<file path="config.mk">
export PLATFORM = sky130hd
export DESIGN_NAME = stepper_bus_controller
export DESIGN_NICKNAME = d
export VERILOG_FILES = /design/src/stepper_bus_pkg.sv /design/src/stepper_bus_controller.sv
export SDC_FILE = /design/constraint.sdc
export NUM_CORES = 1
export LEC_CHECK = 0
export BUFFER_PORTS_ARGS = -buffer_cell sky130_fd_sc_hd__buf_2
export CORE_UTILIZATION = 45
export CTS_CLUSTER_SIZE = 40
export DETAILED_ROUTE_END_ITERATION = 10
export PLACE_DENSITY_LB_ADDON = 0.1
export SYNTH_ARGS = -nofsm -noshare
export SYNTH_HDL_FRONTEND = slang
export SYNTH_SLANG_ARGS = --single-unit
</file>
<file path="constraint.sdc">
create_clock -name clock -period 4.1 [get_ports clock]
set_input_delay 0.82 -clock clock [delete_from_list [all_inputs] [get_ports clock]]
set_output_delay 0.82 -clock clock [all_outputs]
set_load 0.03 [all_outputs]
</file>
<file path="src/stepper_bus_pkg.sv">
package stepper_bus_pkg;

   // ****************************************************************
   // timing
   // ****************************************************************
   localparam int unsigned CLK_HZ          = 40_000_000;
   localparam int unsigned BAUD_RATE       = 2_400;
   localparam int unsigned BIT_CYCLES      = (CLK_HZ + BAUD_RATE / 2) / BAUD_RATE;
   localparam int unsigned REF_WAIT_MS     = 2_400;
   localparam int unsigned REF_WAIT_CYCLES = (CLK_HZ / 1_000) * REF_WAIT_MS;

   // ****************************************************************
   // framing
   // ****************************************************************
   localparam logic [4:0] FRAME_LAST      = 5'h15;   // 2 x (start, 8 data, parity, stop)
   localparam logic [3:0] PAUSE_BITS      = 4'hc;    // longer than one byte time
   localparam logic [3:0] SYNC_REPEAT_MIN = 4'h4;
   localparam logic [3:0] FIRST_REF_COUNT = 4'h3;
   localparam logic [3:0] SINGLE_FRAME    = 4'h1;
   localparam logic       LEVEL_START     = 1'b0;
   localparam logic       LEVEL_STOP      = 1'b1;

   // ****************************************************************
   // command fields
   // ****************************************************************
   localparam logic [3:0] ID_EXTEND    = 4'h9;
   localparam logic [3:0] ID_RETRACT   = 4'h6;
   localparam logic [1:0] MODE_NORMAL  = 2'h0;
   localparam logic [1:0] MODE_TEST    = 2'h3;
   localparam logic [7:0] SYNC_BYTE    = 8'haa;
   localparam logic [7:0] REF_LOW_BYTE = 8'h00;
   localparam logic [9:0] MAX_POSITION = 10'h2ba;   // 698, reference run length

   typedef enum logic [1:0] {
      CMD_SYNC,
      CMD_REF,
      CMD_POS
   } cmd_kind_e;

   typedef struct packed {
      cmd_kind_e  kind;
      logic       retract;     // 0: zero = full extension, 1: zero = full retraction
      logic       test_mode;   // reduced coil current
      logic [9:0] position;
   } cmd_s;

   typedef struct packed {
      logic synced;
      logic referenced;
      logic holding;
      logic fault;
   } link_status_s;

endpackage

</file>
<file path="src/stepper_bus_controller.sv">
`timescale 1ns/10ps
// Function
// - controller pulls the bus low to send data and clock at about 2400 baud
// - synchronisation pattern is sent at least four times
// - an idle-high pause separates consecutive commands
// - sixteen-bit command as two bytes, upper byte first, lower immediately after
// - each byte framed by start bit, data, parity bit, stop bit
// - parity is odd over data bits plus parity bit
// - upper byte: identifier in bits 3..0, mode 5..4, position data 7..6
// - reference run: mode 00, zero lower byte, identifier 1001 or 0110
// - ten-bit target: upper 7 = bit 8, upper 6 = bit 9, lower reversed
// - controller never commands a target above 698
// - commands ignored during a reference run; wait about 2.4 s after one
module stepper_bus_controller
   import stepper_bus_pkg::*;
#(
   parameter int unsigned BIT_TICKS   = BIT_CYCLES,
   parameter int unsigned REF_TICKS   = REF_WAIT_CYCLES,
   parameter logic [3:0]  SYNC_FRAMES = SYNC_REPEAT_MIN
) (
   input  wire logic         clock,
   input  wire logic         rst_b,
   input  wire logic         cmd_valid,
   input  wire cmd_s         cmd,
   output logic              cmd_ready,
   output logic              cmd_done,
   output logic              cmd_refused,
   input  wire logic         fault_clr,
   output link_status_s      status,
   input  wire logic         bus_in,
   output logic              bus_out,
   output logic              bus_oe
);

   typedef enum logic [1:0] {
      ST_IDLE,
      ST_SEND,
      ST_PAUSE,
      ST_HOLD
   } state_e;

   state_e       st_ff;
   state_e       nxt_st;
   cmd_s         cmd_ff;
   logic [21:0]  frame_ff;
   logic [4:0]   bit_idx_ff;
   logic [3:0]   pause_cnt_ff;
   logic [3:0]   frames_left_ff;
   logic [3:0]   frames_sent_ff;
   logic [31:0]  div_ff;
   logic [31:0]  wait_ff;
   logic [31:0]  low_cnt_ff;
   logic         bus_in_meta_ff;
   logic         bus_in_ff;
   logic         bus_oe_ff;
   logic         synced_ff;
   logic         referenced_ff;
   logic         locked_retract_ff;
   logic         fault_ff;
   logic         cmd_ready_ff;
   logic         cmd_done_ff;
   logic         cmd_refused_ff;
   logic         holding_ff;

   logic         bit_tick;
   logic         accept;
   logic         refuse;
   logic         go;
   logic         load;
   logic         frame_end;
   logic         pause_end;
   logic         finish;
   logic [3:0]   nxt_frames;
   logic [7:0]   hi_byte;
   logic [7:0]   lo_byte;
   logic [7:0]   pos_rev;
   logic [21:0]  frame_word;
   cmd_s         src_cmd;

   // ****************************************************************
   // bus input synchroniser
   // ****************************************************************
   always_ff @(posedge clock or negedge rst_b) begin
      if (!rst_b) begin
         bus_in_meta_ff <= 1'b1;
         bus_in_ff      <= 1'b1;
      end else begin
         bus_in_meta_ff <= bus_in;
         bus_in_ff      <= bus_in_meta_ff;
      end
   end

   // ****************************************************************
   // command encoding
   // ****************************************************************
   // the accepting edge loads the frame before cmd_ff holds the request
   assign src_cmd = go ? cmd : cmd_ff;

   genvar gi;
   generate
      for (gi = 0; gi < 8; gi++) begin : g_rev
         assign pos_rev[7 - gi] = src_cmd.position[gi];
      end
   endgenerate

   always_comb begin
      hi_byte = SYNC_BYTE;
      lo_byte = SYNC_BYTE;
      case (src_cmd.kind)
         CMD_REF: begin
            hi_byte = {2'h0, MODE_NORMAL, src_cmd.retract ? ID_RETRACT : ID_EXTEND};
            lo_byte = REF_LOW_BYTE;
         end
         CMD_POS: begin
            hi_byte = {src_cmd.position[8], src_cmd.position[9],
                       src_cmd.test_mode ? MODE_TEST : MODE_NORMAL,
                       src_cmd.retract ? ID_RETRACT : ID_EXTEND};
            lo_byte = pos_rev;
         end
         default: begin
            hi_byte = SYNC_BYTE;
            lo_byte = SYNC_BYTE;
         end
      endcase
   end

   // sent lsb first: upper byte occupies the first eleven bit slots
   assign frame_word = {LEVEL_STOP, ~^lo_byte, lo_byte, LEVEL_START,
                        LEVEL_STOP, ~^hi_byte, hi_byte, LEVEL_START};

   // ****************************************************************
   // command acceptance
   // ****************************************************************
   assign accept = cmd_valid && cmd_ready_ff && (st_ff == ST_IDLE);

   always_comb begin
      refuse     = 1'b0;
      nxt_frames = SINGLE_FRAME;
      case (cmd.kind)
         CMD_SYNC: begin
            nxt_frames = SYNC_FRAMES;
         end
         CMD_REF: begin
            refuse     = !synced_ff || (referenced_ff && (cmd.retract != locked_retract_ff));
            nxt_frames = referenced_ff ? SINGLE_FRAME : FIRST_REF_COUNT;
         end
         CMD_POS: begin
            refuse = !synced_ff || !referenced_ff
                     || (cmd.retract != locked_retract_ff)
                     || (cmd.position > MAX_POSITION);
         end
         default: begin
            refuse = 1'b1;
         end
      endcase
   end

   assign go        = accept && !refuse;
   assign bit_tick  = (div_ff == BIT_TICKS - 1);
   assign frame_end = (st_ff == ST_SEND) && bit_tick && (bit_idx_ff == FRAME_LAST);
   assign pause_end = (st_ff == ST_PAUSE) && bit_tick && (pause_cnt_ff == PAUSE_BITS - 4'h1);
   assign finish    = pause_end && (frames_left_ff == SINGLE_FRAME);
   assign load      = pause_end && (frames_left_ff != SINGLE_FRAME);

   // ****************************************************************
   // sequencer
   // ****************************************************************
   always_comb begin
      nxt_st = st_ff;
      case (st_ff)
         ST_IDLE:  if (go) nxt_st = ST_SEND;
         ST_SEND:  if (frame_end) nxt_st = ST_PAUSE;
         ST_PAUSE: begin
            if (load) begin
               nxt_st = ST_SEND;
            end else if (finish) begin
               nxt_st = (cmd_ff.kind == CMD_REF) ? ST_HOLD : ST_IDLE;
            end
         end
         ST_HOLD:  if (wait_ff == REF_TICKS - 1) nxt_st = ST_IDLE;
         default:  nxt_st = ST_IDLE;
      endcase
   end

   always_ff @(posedge clock or negedge rst_b) begin
      if (!rst_b) st_ff <= ST_IDLE;
      else        st_ff <= nxt_st;
   end

   always_ff @(posedge clock or negedge rst_b) begin
      if (!rst_b) begin
         cmd_ff         <= '0;
         frames_left_ff <= SINGLE_FRAME;
         frames_sent_ff <= 4'h0;
      end else if (go) begin
         cmd_ff         <= cmd;
         frames_left_ff <= nxt_frames;
         frames_sent_ff <= 4'h0;
      end else begin
         if (load) frames_left_ff <= frames_left_ff - 4'h1;
         if (frame_end) frames_sent_ff <= frames_sent_ff + 4'h1;
      end
   end

   // bit divider restarts with every frame; only runs while the link is busy
   always_ff @(posedge clock or negedge rst_b) begin
      if (!rst_b) div_ff <= 32'h0;
      else if (go || (st_ff == ST_IDLE) || (st_ff == ST_HOLD) || bit_tick) div_ff <= 32'h0;
      else div_ff <= div_ff + 32'h1;
   end

   // ****************************************************************
   // serialiser and pause
   // ****************************************************************
   always_ff @(posedge clock or negedge rst_b) begin
      if (!rst_b) begin
         frame_ff   <= '1;
         bit_idx_ff <= 5'h0;
         bus_oe_ff  <= 1'b0;
      end else if (go || load) begin
         frame_ff   <= frame_word;
         bit_idx_ff <= 5'h0;
         bus_oe_ff  <= 1'b1;
      end else if (frame_end) begin
         bus_oe_ff  <= 1'b0;
      end else if ((st_ff == ST_SEND) && bit_tick) begin
         frame_ff   <= {1'b1, frame_ff[21:1]};
         bit_idx_ff <= bit_idx_ff + 5'h1;
         bus_oe_ff  <= ~frame_ff[1];
      end
   end

   always_ff @(posedge clock or negedge rst_b) begin
      if (!rst_b) pause_cnt_ff <= 4'h0;
      else if (st_ff != ST_PAUSE) pause_cnt_ff <= 4'h0;
      else if (bit_tick) pause_cnt_ff <= pause_cnt_ff + 4'h1;
   end

   always_ff @(posedge clock or negedge rst_b) begin
      if (!rst_b) wait_ff <= 32'h0;
      else if (st_ff != ST_HOLD) wait_ff <= 32'h0;
      else wait_ff <= wait_ff + 32'h1;
   end

   // ****************************************************************
   // link state
   // ****************************************************************
   // referencing is assumed complete once the last repeat has gone out
   always_ff @(posedge clock or negedge rst_b) begin
      if (!rst_b) begin
         synced_ff         <= 1'b0;
         referenced_ff     <= 1'b0;
         locked_retract_ff <= 1'b0;
      end else if (finish) begin
         if (cmd_ff.kind == CMD_SYNC) synced_ff <= 1'b1;
         if ((cmd_ff.kind == CMD_REF) && !referenced_ff) begin
            referenced_ff     <= 1'b1;
            locked_retract_ff <= cmd_ff.retract;
         end
      end
   end

   // a line held low while released means the device is clamping it
   always_ff @(posedge clock or negedge rst_b) begin
      if (!rst_b) low_cnt_ff <= 32'h0;
      else if (bus_oe_ff || bus_in_ff) low_cnt_ff <= 32'h0;
      else if (low_cnt_ff != BIT_TICKS - 1) low_cnt_ff <= low_cnt_ff + 32'h1;
   end

   always_ff @(posedge clock or negedge rst_b) begin
      if (!rst_b) fault_ff <= 1'b0;
      else if (low_cnt_ff == BIT_TICKS - 1) fault_ff <= 1'b1;
      else if (fault_clr) fault_ff <= 1'b0;
   end

   // ****************************************************************
   // user handshake
   // ****************************************************************
   always_ff @(posedge clock or negedge rst_b) begin
      if (!rst_b) begin
         cmd_ready_ff   <= 1'b0;
         cmd_done_ff    <= 1'b0;
         cmd_refused_ff <= 1'b0;
         holding_ff     <= 1'b0;
      end else begin
         cmd_ready_ff   <= (nxt_st == ST_IDLE);
         holding_ff     <= (nxt_st == ST_HOLD);
         cmd_done_ff    <= finish;
         cmd_refused_ff <= accept && refuse;
      end
   end

   assign cmd_ready   = cmd_ready_ff;
   assign cmd_done    = cmd_done_ff;
   assign cmd_refused = cmd_refused_ff;
   assign status      = '{synced: synced_ff, referenced: referenced_ff,
                          holding: holding_ff, fault: fault_ff};
   assign bus_out     = 1'b0;
   assign bus_oe      = bus_oe_ff;
endmodule

</file>
* Word-level counts from Yosys, hierarchy flattened
Index checks and enable logic that the tools add are counted.
** Operators by class
- Add/sub/neg operators :: 6
- Magnitude comparators :: 1
- Eq/ne operators :: 21
- Multiplexer cells :: 34
- Bitwise operators :: 1
- Reduce and logical (&&, ||, !) cells :: 39
** Operators with widths (count)
- $mux 32 :: 4
- $add 32x1->32 const B :: 3
- $mux 22 :: 3
- $eq 32x15->1 const B :: 2
- $eq 32x27->1 const B :: 1
- $ne 32x15->1 const B :: 1
- $pmux 8 s2 :: 2
- $mux 4 :: 5
- $mux 2 :: 8
- $reduce_xnor 8->1 :: 2
- $mux 5 :: 3
- $mux 14 :: 1
- $logic_and 1x1->1 :: 12
- $eq 2x2->1 const B :: 5
- $gt 10x10->1 const B :: 1
- $reduce_bool 2->1 :: 5
- $logic_or 1x1->1 :: 9
- $eq 2x1->1 const B :: 4
- $logic_not 2->1 :: 4
- $pmux 2 s4 :: 1
- $pmux 3 s2 :: 1
- $reduce_and 2->1 :: 3
- $add 5x1->5 const B :: 1
- $eq 5x5->1 const B :: 1
- other kinds (13) :: 20
** Storage, ports and cells
- Flip-flop bits (word level) :: 158
- Bits of input ports :: 19
- Output and inout port bits :: 9
- Word-level logic and storage cells :: 125

* Depth between registers and ports, before layout
Gate-level depths: netlist of run 1.
- Word-level depth :: 12
- Depth in mapped cells :: 13

* Least setup slack after synthesis of run 1
No wires, ideal clock.
- Kind :: input port to flip-flop
- Start :: in cmd[11] (netlist bit)
- End :: reg frame_ff[1]
- Setup time :: 0.077 ns
- Arrival :: 3.231 ns
- Required time :: 4.023 ns
- Path slack :: 0.791 ns
- Stages on the path :: 11
- Buffers on the path :: 3
- Path through :: xnor2_2 o2111ai_1 a2111oi_2 buf_6 buf_2 mux2i_1 ha_1 clkbuf_1 nor2_1 or3_1 o22ai_1
** Between the ends
- Cells in the longest elaborated chain, start to end :: 10
- Elaborated cells on any way between the ends :: 18
** RTL lines
- from (decl) :: line stepper_bus_controller.sv:24 : input wire cmd_s cmd,
- $ne 1x1->1 :: line stepper_bus_controller.sv:144, stepper_bus_controller.sv:149
- $logic_or 1x1->1 / $logic_and 1x1->1 (equally long branches) :: line stepper_bus_controller.sv:149, stepper_bus_controller.sv:144
- $logic_or 1x1->1 (on tied branches) :: line stepper_bus_controller.sv:150, stepper_bus_controller.sv:144
- $pmux 1 s3 :: line stepper_bus_controller.sv:139 : case (cmd.kind)
- $logic_not 1->1 :: line stepper_bus_controller.sv:158 : assign go = accept && !refuse;
- $logic_and 1x1->1 :: line stepper_bus_controller.sv:158
- $mux 14
- $eq 2x2->1, or another cell as far along :: line stepper_bus_controller.sv:109 : case (src_cmd.kind)
- $pmux 8 s2 :: line stepper_bus_controller.sv:109
- $mux 22 :: line stepper_bus_controller.sv:220 : end else if (go || load) begin
- to (signal assigned) :: line stepper_bus_controller.sv:221 : frame_ff <= frame_word;
- to (signal assigned) :: line stepper_bus_controller.sv:227 : frame_ff <= {1'b1, frame_ff[21:1]};
- to (decl) :: line stepper_bus_controller.sv:45 : logic [21:0] frame_ff;
Several ways; a longest one is shown, not always the timed one.
A chain may end at the register's enable or synchronous reset.

==> summary.txt, run 1 <==
Finish
  – Area Growth Syn to Fin: 12.25%
  – Fill cells: 1586
  – Layout cells sized above 1: 0.1481
  – Diode count: 0
  – Nets: 841
  – Cell Count, Final, Fillers Out: 1042

Synthesis
  – FFs w/ async S/R, synth: 1.000
  – Commonest cells post-synth: 133 x dfrtp_1, 112 x nor2_1, 66 x xor2_1
  – Ranking of synthesized cells by area: dfrtp_1 42%, dfstp_2 7.6%, xor2_1 7.3%
  – Synth cell types: 61
  – Simple-gate share of the synthesized area: 0.2268
  – Post-synthesis mux area share: 0.05049
  – Yosys top cell by area: dfrtp_1
  – Register area share after synthesis: 0.4943
  – Syn nets: 816
  – Post-Synth Adder-Cell Area: 0.02831
  – Synth Area in Compound Gates: 0.05269
  – Synth Instances: 779
  – Post-synth EDFFs: 0
  – Synthesized area: 7955 um2
  – Xor-xnor portion of the synthesized cell area: 0.1187
  – #FFs+latches synth: 156
  – Yosys warns: 0
  – Syn Area/Cell: 10.21 um2
  – Count leader, synth: dfrtp_1
  – Post-synth top area share: 0.4184
  – Most used DFF post-synth: dfrtp_1
  – Largest family of logic cells by synthesized area: simple AND/OR/NAND/NOR gates

Global route
  – GRT Resource Usage Total: 0.1863
  – Initial antenna violation count: 0
  – Largest net degree at the start of global routing: 88
  – Vias in the first global route: 5406
  – GRT Residual Overflow: 0
  – First-pass GRT wire length: 26820 um

Setup path
  – Setup crit end kind: register
  – Worst endpoint data arrival time: 3.46 ns
  – R2R Path End: frame_ff[19]
  – Critical Path RT: 4.44 ns
  – Crit-path max cell delay: 0.43 ns
  – RR Startpoint: locked_retract_ff
  – Worst r2r path cells: 10
  – Crit-path max FO: 12
  – Critical Path Source Type: input port
  – Critical-path top delay cell: a2111oi_4
  – Crit path cell chain: buf_2 -> xnor2_2 -> o2111ai_1 -> a2111oi_4 -> buf_4 -> mux2_2 -> ha_1 -> inv_1 -> nor2_1 -> or3_1 -> o21ai_1
  – Reg2reg setup slack: 1.07 ns
  – CP Class: in -> reg

STA
  – RSZ-0062 raised after global routing: false
  – Fin crit share: 0.7617
  – Final hold vios: 0
  – Final setup margin: 0.9769 ns
  – Worst slew margin: 0.4589
  – Final setup skew: 0.009743 ns
  – WHS: 0.3584 ns
  – Final Setup Violations: 0
  – Worst slew pin tran: 0.8116 ns
  – Crit path time final: 3.123 ns
  – Slew Limit Fails: 0
  – Setup TNS: 0 ns
  – Max frequency: 0.3202 GHz

Routing
  – Detail Route Antenna Nets: 0
  – Drt pass-1 iters: 4
  – Vias per cell: 5.321
  – DR DRC count: 0
  – Initial DRC Count: 345
  – Via count: 5544
  – Avg WL per Cell: 14.88 um
  – Post-Route WL: 15500 um

Floorplanning
  – Die width: 135.0 um
  – # rows: 48
  – Die area: 18210 um2
  – CORE AREA: 17300 um2
  – Die Y: 135.0 um
  – IO Pins: 28
  – Starting Density: 0.4599

Outcome
  – Status: complete, no violations

Hold path
  – Hold path startpoint: bus_in_meta_ff
  – Hold Path End: bus_in_ff
  – Hold path depth: 0
  – HP Class: reg -> reg

Clocking
  – CTS buffer count: 17
  – Post-CTS Repair Setup Buffers: 0
  – Root Driver: clkbuf_16
  – Post_cts resized: 0
  – H-tree Lvls: 4
  – Clock tree buffer depth: 2
  – Clk sinks: 156
  – CTS tree: done
  – Worst skew pair latency: 0.42 ns
  – Hold Buf Count CTS: 0
  – Clock-pin slew on the worst setup and hold paths: 0.06 ns

Place
  – # port buffers: 26
  – Dpl cells: 1010
  – GPL Wtd Cong: 0.8075
  – Setup slack after placement: 0.6213 ns
  – HPWL after DPL: 10560 um

Run
  – Max-Cap Viols: 0

Power
  – VDD IR max: 0.2742 mV
  – Total power after layout: 0.003248 W
  – PD cells: 363.7 nW/um2
  – Static Leak: 3.763 nW
per-stage QoR:
stage / area, um2 / utilization
2_1_floorplan: 7955 / -
6_report: 8930 / 0.5163
3_5_place_dp: 8312 / 0.4805
5_1_grt: 8930 / 0.5163
4_1_cts: 8930 / 0.5163
3_3_place_gp: 8312 / 0.4805
state kept, by name, indices dropped and copies added, names as in the netlist, 2 cells and up:
register        cells
pause_cnt_ff        4
div_ff             32
bit_idx_ff          5
low_cnt_ff         32
wait_ff            32
frame_ff           20
frames_left_ff      4
st_ff               2
cmd_ff             14
per-layer routing:
| metal | wire, um | up-vias | part of all wire | track usage |
|---|---|---|---|---|
| met2 | 7109 | 74 | 0.46 | 0.2821 |
| li1 | - | 2738 | - | - |
| met5 | 0 | - | 0 | 0 |
| met4 | 193 | 0 | 0.012 | 0.05930 |
| met3 | 495 | 16 | 0.032 | 0.04467 |
| met1 | 7705 | 2716 | 0.50 | 0.2627 |
worst max-delay path: cells and delay by family:
family | cells | cell delay [ns]
compound gates | 3 | 0.79
fa+ha+maj | 1 | 0.33
mux | 1 | 0.37
simple gates | 2 | 0.40
xor+xnor | 1 | 0.19
buf+inv | 3 | 0.56
how the worst max path moves through the flow:
stage / startpoint / to / slack, ns / cells after the start
floorplan: cmd[11] / frame_ff[1] / 0.79 / 11
global placement: cmd[11] / frame_ff[19] / 0.67 / 11
detailed placement: cmd[11] / frame_ff[19] / 0.62 / 11
CTS: cmd[11] / frame_ff[19] / 1.02 / 11
global route: cmd[11] / frame_ff[3] / 0.81 / 10
finish: cmd[11] / frame_ff[19] / 0.98 / 11
cell type report:
| class | count | area [um2] | area share |
|---|---|---|---|
| inverters | 18 | 67.56 | 0.007566 |
| flip-flops and latches | 156 | 3933 | 0.4404 |
| repair buffers | 34 | 209.0 | 0.02340 |
| clock buffers | 19 | 452.9 | 0.05072 |
| multi-input cells | 577 | 3821 | 0.4279 |
| well taps | 225 | 281.5 | 0.03153 |
| clock inverters | 13 | 165.2 | 0.01850 |
cell usage in the layout (no fill, tap or decap), drive strengths merged, types with 23 or more instances in the layout:
cell,n
buf,34
dfrtp,133
dfstp,23
mux2i,24
nand2,50
nand3,39
nand4,29
nor2,113
o21ai,25
xnor2,41
xor2,66
power by group:
group | total [W] | switching [W] | internal [W]
logic | 0.0000627 | 0.0000455 | 0.0000172
registers | 0.00154 | 0.000000248 | 0.00154
clock network | 0.00164 | 0.000649 | 0.000993
cells by family after synthesis:
group                      Yosys count
AOI/OAI and AO/OA                   69
xor gates and xnor gates           107
adders and majority gates           18
buffers and inverters               46
DFF                                156
muxes                               37
other                                1
and+or+nand+nor                    345
Power figures use the tool's default switching activity.
==> run 2: changes to the inputs <==
- clock period: 4.1 -> 3.19 ns (I/O delays scaled with it)
==> run 2 against run 1 <==
  * Sequential power increased by 29%
  * Highest routed layer unchanged
  * Combinational power increased by 31%
  * Largest power group unchanged
  * Cell area increased by 0.49%
==> summary.txt, run 2 (same netlist as run 1, synthesis figures left out) <==
STA
  – Final setup skew: 0.01179 ns (was 0.009743 ns)
  – Crit path time final: 2.790 ns
  – Fin crit share: 0.8745
  – RSZ-0062 raised after global routing: false (unchanged)
  – Setup TNS: 0 ns (unchanged)
  – Slew Limit Fails: 0 (unchanged)
  – Final hold vios: 0 (unchanged)
  – Final setup margin: 0.4004 ns (was 0.9769 ns)
  – Max frequency: 0.3585 GHz
  – Final Setup Violations: 0 (unchanged)
  – Worst slew margin: 0.5638 (was 0.4589)
  – Worst slew pin tran: 0.6542 ns (was 0.8116 ns)

Finish
  – Nets: 847 (was 841)
  – Diode count: 0 (unchanged)
  – Area Growth Syn to Fin: 12.80% (was 12.25%)
  – Layout cells sized above 1: 0.1543 (was 0.1481)
  – Most frequent cells in the layout: 133 x dfrtp_1, 112 x nor2_1, 66 x xor2_1 (unchanged)
  – Biggest regs: div_ff (32), low_cnt_ff (32), wait_ff (32) (unchanged)
  – Fin area: 8974 um2 (was 8930 um2)
  – Commonest non-fill, non-tap cell in the layout: dfrtp_1 (unchanged)

Setup path
  – CP Class: reg -> reg (was in -> reg)
  – Delay-heaviest family, CP: compound AO/OA/AOI/OAI gates (unchanged)
  – Crit path cell chain: xnor2_2 -> o2111ai_1 -> a2111oi_4 -> mux2_2 -> ha_1 -> or3_1 -> o22ai_1 (was buf_2 -> xnor2_2 -> o2111ai_1 -> a2111oi_4 -> buf_4 -> mux2_2 -> ha_1 -> inv_1 -> nor2_1 -> or3_1 -> o21ai_1)
  – Worst r2r path cells: 7 (was 10)
  – Critical-path top delay cell: a2111oi_4 (unchanged)
  – WP buf/inv: 0 (was 3)
  – Critical Path Source Type: register (was input port)
  – Setup crit end kind: register (unchanged)
  – Crit-path max FO: 4 (was 12)
  – CP Depth: 7 (was 11)
  – Critical Path RT: 3.53 ns (was 4.44 ns)
  – Worst endpoint data arrival time: 3.13 ns (was 3.46 ns)
  – Crit-path max cell delay: 0.52 ns (was 0.43 ns)

Routing
  – DR DRC count: 0 (unchanged)
  – Initial DRC Count: 200 (was 345)
  – Post-Route WL: 15930 um (was 15500 um)
  – Drt pass-1 iters: 4 (unchanged)
  – Via count: 5646 (was 5544)
  – Detail Route Antenna Nets: 0 (unchanged)
  – Avg WL per Cell: 15.20 um (was 14.88 um)
  – Vias per cell: 5.387 (was 5.321)

Clocking
  – Clk sinks: 156 (unchanged)
  – Worst skew pair latency: 0.42 ns (about the same)
  – CTS tree: done (unchanged)
  – CTS buffer count: 17 (unchanged)
  – Root Driver: clkbuf_16 (unchanged)
  – Post_cts resized: 0 (unchanged)
  – Post-CTS Repair Setup Buffers: 0 (unchanged)
  – Clock tree buffer depth: 2 (unchanged)
  – Hold Buf Count CTS: 0 (unchanged)
  – H-tree Lvls: 4 (unchanged)
  – Clock-pin slew on the worst setup and hold paths: 0.06 ns (about the same)

Run
  – Max-Cap Viols: 0 (unchanged)

Power
  – Total power after layout: 0.004152 W (was 0.003248 W)
  – Static Leak: 3.786 nW (was 3.763 nW)
  – VDD IR max: 0.3804 mV (was 0.2742 mV)
  – PD cells: 462.7 nW/um2 (was 363.7 nW/um2)

Global route
  – Largest net degree at the start of global routing: 65 (was 88)
  – Initial antenna violation count: 0 (unchanged)
  – First-pass GRT wire length: 27140 um (was 26820 um)
  – Vias in the first global route: 5642 (was 5406)
  – GRT Residual Overflow: 0 (unchanged)
  – GRT Resource Usage Total: 0.1901 (was 0.1863)

Place
  – HPWL after DPL: 11130 um (was 10560 um)
  – Area post-placement: 8357 um2 (was 8312 um2)
  – # port buffers: 26 (unchanged)
  – Setup slack after placement: 0.1001 ns (was 0.6213 ns)
  – GPL Wtd Cong: 0.8092 (was 0.8075)

Floorplanning
  – Die width: 135.0 um (unchanged)
  – Die Y: 135.0 um (unchanged)
  – CORE AREA: 17300 um2 (unchanged)
  – IO Pins: 28 (unchanged)
  – Starting Density: 0.4599 (unchanged)
  – # rows: 48 (unchanged)
  – Die area: 18210 um2 (unchanged)

Outcome
  – Status: complete, no violations (unchanged)

Hold path
  – HP Class: in -> async (was reg -> reg)
run 2: changes by cell type in the layout (fill, tap and decap cells not counted), sizes merged:
| cell | change |
|---|---|
| buf | +6 |
| clkinv | -1 |
| clkinvlp | +1 |
run 2: final cells by class:
class | count | area, um2
Clock buffer | 19 | 452.9
Sequential cell | 156 | 3933
Multi-Input combinational cell | 577 | 3821
Clock inverter | 13 | 163.9
Tap cell | 225 | 281.5
Timing Repair Buffer | 40 | 254.0
Fill cell | 1588 | 8323
Inverter | 18 | 67.56
run 2: power breakdown:
group / leakage (nW) / total, W / internal [W] / switching (W)
Sequential: 2.06 / 0.00198 / 0.00198 / 0.000000311
Combinational: 1.44 / 0.0000819 / 0.0000228 / 0.0000590
Clock: 0.290 / 0.00209 / 0.00128 / 0.000813
Total: 3.79 / 0.00415 / 0.00328 / 0.000872
run 2: worst paths after layout:
check,startpoint,to,slack (ns)
max in group asynchronous,rst_b,div_ff[7],2.19
worst max-delay path,locked_retract_ff,frame_ff[1],0.40
worst min register to register,bus_in_meta_ff,bus_in_ff,0.36
min in group clock,bus_in,bus_in_meta_ff,0.31
worst min-delay path,rst_b,low_cnt_ff[5],0.20
worst max register to register,locked_retract_ff,frame_ff[1],0.40
run 2: per-layer routing:
| metal | global-route usage | share of wire |
|---|---|---|
| met1 | 0.2513 | 0.47 |
| met5 | 0 | 0 |
| met3 | 0.04317 | 0.037 |
| met4 | 0.06492 | 0.014 |
| met2 | 0.3076 | 0.48 |
run 2: metrics by stage:
step / cells / hold WS, ns / utilization
5_1_grt: 1048 / 0.2501 / 0.5188
3_5_place_dp: 1016 / 0.3526 / 0.4831
3_3_place_gp: 1016 / 0.3461 / 0.4831
2_1_floorplan: 779 / 0.3424 / -
4_1_cts: 1048 / 0.2280 / 0.5188
6_report: 1048 / 0.1994 / 0.5188
